<file path="src/verilog/attribution_pkg.sv">
// How it works
// - Report secure, entry-callable or non-secure, plus region.
// - Flag an address range exempt from checking.
// - 512MB blocks aliased into two 256MB halves.
// - Secure attribution comes from address bit 28.
// - Entry-callable indication mirrors the secure indication.
// - Region from bits 31:28; region valid always high.
// - Every distinct region gets a unique number.
// - Exempt output high inside debug table ranges.
// - Regions never overlap one another.
// - Keep the mapping simple with limited configurability.
// - Either half may be secure; lower by default.
// - Shared-system mode follows the system-wide arrangement.
package attribution_pkg;

  // Address and data widths of the attribution port and the register bus.
  localparam int ADDR_W = 32;
  localparam int DATA_W = 32;
  localparam int BUS_ADDR_W = 5;
  localparam int BE_W = 4;

  // Address fields that build the map.
  localparam int SECURE_BIT = 28;
  localparam int REGION_HI = 31;
  localparam int REGION_LO = 28;
  localparam int REGION_W = 4;

  // Register byte offsets on the bus.
  localparam logic [BUS_ADDR_W-1:0] OFS_CTRL = 5'h00;
  localparam logic [BUS_ADDR_W-1:0] OFS_EXEMPT_BASE = 5'h04;
  localparam logic [BUS_ADDR_W-1:0] OFS_EXEMPT_LIMIT = 5'h08;
  localparam logic [BUS_ADDR_W-1:0] OFS_PROBE_ADDR = 5'h0C;
  localparam logic [BUS_ADDR_W-1:0] OFS_PROBE_RESULT = 5'h10;
  localparam logic [BUS_ADDR_W-1:0] OFS_LIVE_STATUS = 5'h14;

  // Control register fields.
  localparam int CTRL_LOWER_SECURE = 0;
  localparam int CTRL_EXEMPT_EN = 1;
  localparam int CTRL_SYS_MAP = 2;
  localparam int CTRL_LOCK = 3;
  localparam int CTRL_W = 4;

  // Result fields shared by the probe and live status registers.
  localparam int RES_SECURE = 0;
  localparam int RES_ENTRY = 1;
  localparam int RES_VALID = 2;
  localparam int RES_EXEMPT = 3;
  localparam int RES_REGION_LO = 8;

  // Reset values.
  localparam logic [CTRL_W-1:0] CTRL_RESET = 4'h3;
  localparam logic [ADDR_W-1:0] EXEMPT_BASE_RESET = 32'hF0000000;
  localparam logic [ADDR_W-1:0] EXEMPT_LIMIT_RESET = 32'hF0000FFF;
  localparam logic [ADDR_W-1:0] PROBE_ADDR_RESET = 32'h00000000;
  localparam logic [DATA_W-1:0] WORD_ZERO = 32'h00000000;

  // Bus answer sequencing.
  typedef enum logic {BUS_IDLE, BUS_DONE} bus_e;

endpackage

</file>
<file path="src/verilog/attribution_if.sv">
`timescale 1ns/100ps
// Carries one address query, its map settings and its attribution.
interface attribution_if;
  import attribution_pkg::*;
  logic [ADDR_W-1:0] addr;
  logic lower_secure;
  logic exempt_en;
  logic sys_map;
  logic sys_secure;
  logic sys_entry;
  logic [ADDR_W-1:0] exempt_base;
  logic [ADDR_W-1:0] exempt_limit;
  logic secure;
  logic entry_callable;
  logic [REGION_W-1:0] region;
  logic region_valid;
  logic exempt;

  modport unit (
    input addr, lower_secure, exempt_en, sys_map, sys_secure, sys_entry,
    input exempt_base, exempt_limit,
    output secure, entry_callable, region, region_valid, exempt
  );
  modport user (
    output addr, lower_secure, exempt_en, sys_map, sys_secure, sys_entry,
    output exempt_base, exempt_limit,
    input secure, entry_callable, region, region_valid, exempt
  );
endinterface

</file>
<file path="src/verilog/attribution_decode.sv">
`timescale 1ns/100ps
// Stateless address decode; a plain gate path for timing-critical use.
module attribution_decode
  import attribution_pkg::*;
(
  attribution_if.unit port
);

  logic half_secure;

  // The secure half is chosen by bit 28 and the polarity setting.
  assign half_secure = port.addr[SECURE_BIT] ^ port.lower_secure;

  // Shared-system mode hands attribution to the system-wide map.
  assign port.secure = port.sys_map ? port.sys_secure
                                    : half_secure;
  assign port.entry_callable = port.sys_map ? port.sys_entry
                                            : half_secure;

  // Each 256MB half gets its own number, so none repeat or overlap.
  assign port.region = port.addr[REGION_HI:REGION_LO];
  assign port.region_valid = 1'b1;

  // Debug table window bypasses attribution checks.
  assign port.exempt = port.exempt_en
                       && (port.addr >= port.exempt_base)
                       && (port.addr <= port.exempt_limit);

endmodule

</file>
<file path="src/verilog/attribution_map.sv">
// Our own choices: the register addresses and the Avalon-MM register port.
`timescale 1ns/100ps
// Fixed attribution map with a small register set for settings and probing.
// The attribution path is kept combinational so the core sees its answer
// in the same cycle as the address; only the bus side is registered.
module attribution_map
  import attribution_pkg::*;
(
  input wire logic CLOCK_I,
  input wire logic RST_I,
  input wire logic [ADDR_W-1:0] ADDR_I,
  input wire logic SYS_SECURE_I,
  input wire logic SYS_ENTRY_CALLABLE_I,
  output logic SECURE_O,
  output logic ENTRY_CALLABLE_O,
  output logic [REGION_W-1:0] REGION_O,
  output logic REGION_VALID_O,
  output logic EXEMPT_O,
  input wire logic [BUS_ADDR_W-1:0] AVS_ADDRESS_I,
  input wire logic AVS_READ_I,
  input wire logic AVS_WRITE_I,
  input wire logic [DATA_W-1:0] AVS_WRITEDATA_I,
  input wire logic [BE_W-1:0] AVS_BYTEENABLE_I,
  output logic [DATA_W-1:0] AVS_READDATA_O,
  output logic AVS_WAITREQUEST_O
);

  // Settings held by software.
  logic [CTRL_W-1:0] ctrl;
  logic [ADDR_W-1:0] exempt_base;
  logic [ADDR_W-1:0] exempt_limit;
  logic [ADDR_W-1:0] probe_addr;

  // Registered views of the two decoders.
  logic [DATA_W-1:0] probe_result;
  logic [DATA_W-1:0] live_status;

  // Bus sequencing state.
  bus_e bus_state;
  logic [DATA_W-1:0] read_word;
  logic write_take;
  logic locked;
  logic cfg_write_ok;

  // One decoder serves the core, the other answers software probes.
  attribution_if live_if ();
  attribution_if probe_if ();

  // Merges the enabled byte lanes of a write into an old word.
  function automatic logic [DATA_W-1:0] merge_bytes(
    input logic [DATA_W-1:0] old_word,
    input logic [DATA_W-1:0] new_word,
    input logic [BE_W-1:0] lanes
  );
    logic [DATA_W-1:0] result;
    result = old_word;
    for (int i = 0; i < BE_W; i++) begin
      if (lanes[i]) begin
        result[i*8 +: 8] = new_word[i*8 +: 8];
      end
    end
    return result;
  endfunction

  // Packs one decoder's answer into the shared result layout.
  function automatic logic [DATA_W-1:0] pack_result(
    input logic secure,
    input logic entry_callable,
    input logic region_valid,
    input logic exempt,
    input logic [REGION_W-1:0] region
  );
    logic [DATA_W-1:0] result;
    result = WORD_ZERO;
    result[RES_SECURE] = secure;
    result[RES_ENTRY] = entry_callable;
    result[RES_VALID] = region_valid;
    result[RES_EXEMPT] = exempt;
    result[RES_REGION_LO +: REGION_W] = region;
    return result;
  endfunction

  // Settings feed both decoders identically, so probes match the core.
  assign live_if.addr = ADDR_I;
  assign live_if.lower_secure = ctrl[CTRL_LOWER_SECURE];
  assign live_if.exempt_en = ctrl[CTRL_EXEMPT_EN];
  assign live_if.sys_map = ctrl[CTRL_SYS_MAP];
  assign live_if.sys_secure = SYS_SECURE_I;
  assign live_if.sys_entry = SYS_ENTRY_CALLABLE_I;
  assign live_if.exempt_base = exempt_base;
  assign live_if.exempt_limit = exempt_limit;

  assign probe_if.addr = probe_addr;
  assign probe_if.lower_secure = ctrl[CTRL_LOWER_SECURE];
  assign probe_if.exempt_en = ctrl[CTRL_EXEMPT_EN];
  assign probe_if.sys_map = ctrl[CTRL_SYS_MAP];
  assign probe_if.sys_secure = SYS_SECURE_I;
  assign probe_if.sys_entry = SYS_ENTRY_CALLABLE_I;
  assign probe_if.exempt_base = exempt_base;
  assign probe_if.exempt_limit = exempt_limit;

  attribution_decode live_decode (
    .port (live_if.unit)
  );

  attribution_decode probe_decode (
    .port (probe_if.unit)
  );

  // The core's answer stays a gate path: a flop here would cost a cycle.
  assign SECURE_O = live_if.secure;
  assign ENTRY_CALLABLE_O = live_if.entry_callable;
  assign REGION_O = live_if.region;
  assign REGION_VALID_O = live_if.region_valid;
  assign EXEMPT_O = live_if.exempt;

  // A write is applied only at the edge where waitrequest is seen low.
  assign write_take = (bus_state == BUS_DONE) && AVS_WRITE_I;

  // Once locked, the map cannot be reshaped until reset.
  assign locked = ctrl[CTRL_LOCK];
  assign cfg_write_ok = write_take && !locked;

  // Read multiplexer; unmapped offsets read as zero.
  always_comb begin
    read_word = WORD_ZERO;
    unique case (AVS_ADDRESS_I)
      OFS_CTRL: begin
        read_word[CTRL_W-1:0] = ctrl;
      end
      OFS_EXEMPT_BASE: begin
        read_word = exempt_base;
      end
      OFS_EXEMPT_LIMIT: begin
        read_word = exempt_limit;
      end
      OFS_PROBE_ADDR: begin
        read_word = probe_addr;
      end
      OFS_PROBE_RESULT: begin
        read_word = probe_result;
      end
      OFS_LIVE_STATUS: begin
        read_word = live_status;
      end
      default: begin
        read_word = WORD_ZERO;
      end
    endcase
  end

  // Bus answer: one waitrequest-low cycle per request, then idle again.
  always_ff @(posedge CLOCK_I or posedge RST_I) begin
    if (RST_I) begin
      bus_state <= BUS_IDLE;
      AVS_WAITREQUEST_O <= 1'b1;
    end else begin
      unique case (bus_state)
        BUS_IDLE: begin
          if (AVS_READ_I || AVS_WRITE_I) begin
            bus_state <= BUS_DONE;
            AVS_WAITREQUEST_O <= 1'b0;
          end
        end
        BUS_DONE: begin
          bus_state <= BUS_IDLE;
          AVS_WAITREQUEST_O <= 1'b1;
        end
      endcase
    end
  end

  // Read data are loaded together with the waitrequest drop.
  always_ff @(posedge CLOCK_I or posedge RST_I) begin
    if (RST_I) begin
      AVS_READDATA_O <= WORD_ZERO;
    end else if (bus_state == BUS_IDLE && AVS_READ_I) begin
      AVS_READDATA_O <= read_word;
    end
  end

  // Control register; software can only set the lock bit, and only reset clears it.
  always_ff @(posedge CLOCK_I or posedge RST_I) begin
    if (RST_I) begin
      ctrl <= CTRL_RESET;
    end else if (cfg_write_ok && AVS_ADDRESS_I == OFS_CTRL
                 && AVS_BYTEENABLE_I[0]) begin
      ctrl <= AVS_WRITEDATA_I[CTRL_W-1:0];
    end
  end

  // Lower bound of the exempt window, inclusive.
  always_ff @(posedge CLOCK_I or posedge RST_I) begin
    if (RST_I) begin
      exempt_base <= EXEMPT_BASE_RESET;
    end else if (cfg_write_ok && AVS_ADDRESS_I == OFS_EXEMPT_BASE) begin
      exempt_base <= merge_bytes(exempt_base, AVS_WRITEDATA_I,
                                 AVS_BYTEENABLE_I);
    end
  end

  // Upper bound of the exempt window, inclusive.
  always_ff @(posedge CLOCK_I or posedge RST_I) begin
    if (RST_I) begin
      exempt_limit <= EXEMPT_LIMIT_RESET;
    end else if (cfg_write_ok && AVS_ADDRESS_I == OFS_EXEMPT_LIMIT) begin
      exempt_limit <= merge_bytes(exempt_limit, AVS_WRITEDATA_I,
                                  AVS_BYTEENABLE_I);
    end
  end

  // Probe address stays writable after lock; it changes no mapping.
  always_ff @(posedge CLOCK_I or posedge RST_I) begin
    if (RST_I) begin
      probe_addr <= PROBE_ADDR_RESET;
    end else if (write_take && AVS_ADDRESS_I == OFS_PROBE_ADDR) begin
      probe_addr <= merge_bytes(probe_addr, AVS_WRITEDATA_I,
                                AVS_BYTEENABLE_I);
    end
  end

  // Probe answer, refreshed every cycle from the second decoder.
  always_ff @(posedge CLOCK_I or posedge RST_I) begin
    if (RST_I) begin
      probe_result <= WORD_ZERO;
    end else begin
      probe_result <= pack_result(probe_if.secure, probe_if.entry_callable,
                                  probe_if.region_valid, probe_if.exempt,
                                  probe_if.region);
    end
  end

  // Snapshot of the core's current answer, one cycle behind it.
  always_ff @(posedge CLOCK_I or posedge RST_I) begin
    if (RST_I) begin
      live_status <= WORD_ZERO;
    end else begin
      live_status <= pack_result(live_if.secure, live_if.entry_callable,
                                 live_if.region_valid, live_if.exempt,
                                 live_if.region);
    end
  end

endmodule

</file>
<file path="config.mk">
export PLATFORM = sky130hd
export DESIGN_NAME = attribution_map
export DESIGN_NICKNAME = d
export VERILOG_FILES = /design/src/verilog/attribution_pkg.sv /design/src/verilog/attribution_if.sv /design/src/verilog/attribution_decode.sv /design/src/verilog/attribution_map.sv
export SDC_FILE = /design/constraint.sdc
export NUM_CORES = 1
export LEC_CHECK = 0
export ABC_CLOCK_PERIOD_IN_PS = 6400
export BUFFER_PORTS_ARGS = -buffer_cell sky130_fd_sc_hd__buf_2
export CORE_ASPECT_RATIO = 0.9
export CORE_MARGIN = 2
export CORE_UTILIZATION = 30
export CTS_CLUSTER_DIAMETER = 80
export DETAILED_ROUTE_END_ITERATION = 6
export SLEW_MARGIN = 20
export SYNTH_ARGS = -nofsm -noshare
export SYNTH_HDL_FRONTEND = slang
export SYNTH_HIERARCHICAL = 1
export SYNTH_SLANG_ARGS = --single-unit
export TNS_END_PERCENT = 100
</file>
<file path="constraint.sdc">
create_clock -name CLOCK_I -period 6.4 [get_ports CLOCK_I]
set_clock_uncertainty 0.1 [all_clocks]
set_input_delay 0.96 -clock CLOCK_I [delete_from_list [all_inputs] [get_ports CLOCK_I]]
set_output_delay 0.96 -clock CLOCK_I [all_outputs]
set_load 0.05 [all_outputs]
</file>
==> flow_summary_export.csv <==
group,metric,value,unit
cts,cts.sinks,150,
sta,finalCriticalPeriod,4.84,ns
critical_path,crit_path_start_kind,"input port",
route,routed_wl_met3,1860,um
die,floorplan.die_area,33400,um^2
synth,post_syn_instances,943,
sta,maxClockFrequency,207,MHz
die,die_h,174,um
run_status,outcome,"complete, no violations",
critical_path,timing.critical_path.to_type,"output pin",
min_path,worst_hold_path_type,"reg2reg",
sta,setup_violations,0,
place,hpwl,20600,um
place,port-buffer-count,118,
global_routing,overflow,0,
pwr,total_leakage_power,5.27,nW
global_routing,grt_start_max_net_pins,98,
pwr,vdd_drop_max,181,uV
sta,timing_worst_slew_pin_value,1.09,ns
sta,grt_setup_unrepaired,"no",
synth,yosys_register_bits,150,
sta,final.hold.worst_slack,0.376,ns
global_routing,antenna_found_initial,1,
place,post-place-ws,1.80,ns
cts,clk_transition_reported_paths,0.06,ns
pwr,power_density,238,nW/um^2
synth,synth.yosys.warnings,6,
die,floorplan.core_area,31700,um^2
run,maxCapViolations,0,
global_routing,grt_pass1_vias,7405,
final_layout,design.final.nets,1262,
synth,postSynth.asyncResetShare,100,%
critical_path,cp_slowest_stage_delay,0.91,ns
route,antenna_left,0,
die,num_rows,62,
cts,postCtsSetupBuffers,0,
route,route.top_layer_used,"met4",
critical_path,kind_of_critical_path,"in2out",
critical_path,cp_data_arrival_time,3.78,ns
place,gp_congestion,0.895,
sta,number_of_failing_hold_endpoints_at_the_final_stage,0,
critical_path,path_common_cell,"sky130_fd_sc_hd__buf_2",
sta,timing.final.crit_share,75.6,%
die,initial_util,30.3,%
critical_path,cp.required,5.34,ns
sta,fin_setup_tns,0,ns
route,wl_met2,12300,um
pwr,power.total,2.66,mW
cts,tritoncts,"yes",
cts,cts-htree-levels,4,
die,width_of_the_chip,192,um
route,postRouteWirelength,27600,um
sta,setup_slack,1.56,ns
cts,cts_resized,0,
final_layout,drive_gt1_share,27.6,%
cts,worstSkewPairLatency,0.43,ns
synth,number_of_synthesized_flops_with_an_enable_pin,0,
cts,cts_hold_buffers,0,
synth,yosys.cell_types.count,54,
route,detail_route.first_pass.iterations,6,
cts,clock_tree_buffer_depth,2,
synth,synth_seq_area_share,39.5,%
die,ioPinCount,120,
global_routing,grt_first_pass_wirelength,43200,um
route,post_drt_via_cell_ratio,4.94,
critical_path,critical_path_peak_fanout,3,
route,met1_length,13200,um
critical_path,cp_slowest_cell,"sky130_fd_sc_hd__nor4_1",
route,first_iter_violations,390,
synth,synth_area,9580,um^2
global_routing,track_usage,17.0,%
cts,cts.root.buffer_cell,"sky130_fd_sc_hd__clkbuf_16",
final_layout,areaGrowthSynthToFinish,16.6,%
sta,timing.max_slew.rel_slack,26.9,%
synth,synth_top_flop_cell,"sky130_fd_sc_hd__dfrtp_1",
cts,cts_inserted_buffers,17,
route,via_count,7342,
synth,synth_fp_nets,1150,
synth,average_footprint_of_a_synthesized_cell,10.2,um^2
route,drt-wirelength-per-cell,18.6,um
route,post-route-drc-count,0,
critical_path,cp_cell_sequence,"buf_2 -> ha_1 -> nand4_1 -> nor4_1 -> a31oi_1 -> a311oi_1 -> buf_2",
sta,final_max_slew_viol_count,0,
-- flip-flops by register name (all words and copies together), names as in the netlist --
signal / cells
AVS_READDATA_O: 32
exempt_base: 32
exempt_limit: 32
probe_addr: 32
live_status: 8
probe_result: 8
ctrl: 4
AVS_WAITREQUEST_O: 1
bus_state: 1
-- logic make-up after synthesis --
kind of cell	Yosys count	share of synthesized area, %
buffers and inverters	166	6.99
multiplexers	138	15.9
XOR/XNOR	2	0.183
AO/OA/AOI/OAI	184	11.7
flip-flops	150	39.5
AND/OR/NAND/NOR	173	8.96
adder cells (fa/ha/maj)	128	16.7
other	2	0.0784
-- per-stage QoR --
step	util, %	cells	area [um^2]
after detailed placement	33.5	1452	10600
final	35.3	1485	11200
after global placement	33.5	1452	10600
after global routing	35.3	1484	11200
after CTS	35.3	1484	11200
after floorplan	-	943	9580
-- metal layers --
metal	global-route usage (%)	vias to the layer above
li1	-	3535
met1	24.6	3587
met2	26.2	205
met3	3.93	15
met4	2.93	0
met5	0	-
-- cells in the mapped netlist (all sizes together), types with 3 or more instances --
cell	number	area [um^2]
inv	135	507
ha	128	1600
dfrtp	127	3180
mux2	103	1160
a21oi	75	383
nand2	59	231
o21ai	48	248
nor2	41	154
mux2i	34	340
dfstp	23	604
nand3	23	115
a21o	18	135
buf	18	114
nand4	15	93.8
clkbuf	13	48.8
a211oi	8	70.1
a221oi	6	52.6
and4	6	52.6
nand2b	5	31.3
a2111o	4	45.0
a31oi	4	25.0
nor2b	4	25.0
nor4	4	25.0
o22ai	4	25.0
a22oi	3	22.5
nor3	3	20.0
o31ai	3	22.5
-- power by group --
part	total, mW	switching [mW]	internal [mW]
sequential	1.10	0.0742	1.03
combinational	0.579	0.340	0.240
clock	0.983	0.422	0.561
total	2.66	0.836	1.83
-- area by class of cell --
type | count | area (um^2)
Fill cell | 3217 | 20500
Timing Repair Buffer | 124 | 636
Clock buffer | 20 | 457
Inverter | 135 | 512
Multi-Input combinational cell | 627 | 5150
Antenna cell | 1 | 2.50
Sequential cell | 150 | 3780
Clock inverter | 12 | 116
Tap cell | 416 | 520
-- critical path: cells and delay by family --
kind	cells	cell delay (ns)
compound gates	2	0.91
fa+ha+maj	1	0.32
buf+inv	2	0.52
simple gates	2	1.07
-- layout by cell type, fill, tap and decap left out, drive strengths merged, types with 5 or more instances in the layout --
master  netlist  routed
nand3        23      23
dfstp        23      23
buf          18     124
a21oi        75      75
clkbuf       13      20
clkinv        0       5
o21ai        48      48
mux2i        34      34
a221oi        6       6
inv         135     139
nand2        59      59
nand2b        5       5
a21o         18      18
and4          6       6
nor2         41      41
mux2        103     103
dfrtp       127     127
ha          128     128
a211oi        8       8
nand4        15      15
-- path summary, 6_finish.rpt --
path | to | cells past startpoint | from | slack, ns
min reg2reg | probe_result[11]$_DFF_PP0_ | 0 | probe_addr[31]$_DFFE_PP0P_ | 0.38
max | EXEMPT_O | 7 | ADDR_I[11] | 1.56
min in group asynchronous | AVS_READDATA_O[30]$_DFFE_PP0P_ | 2 | RST_I | 0.62
min | probe_result[11]$_DFF_PP0_ | 0 | probe_addr[31]$_DFFE_PP0P_ | 0.38
max reg2reg | live_status[3]$_DFF_PP0_ | 6 | exempt_limit[11]$_DFFE_PP1P_ | 3.17
max in group asynchronous | exempt_base[5]$_DFFE_PP0P_ | 3 | RST_I | 4.31
No activity file was read; power rests on OpenSTA's default activity.
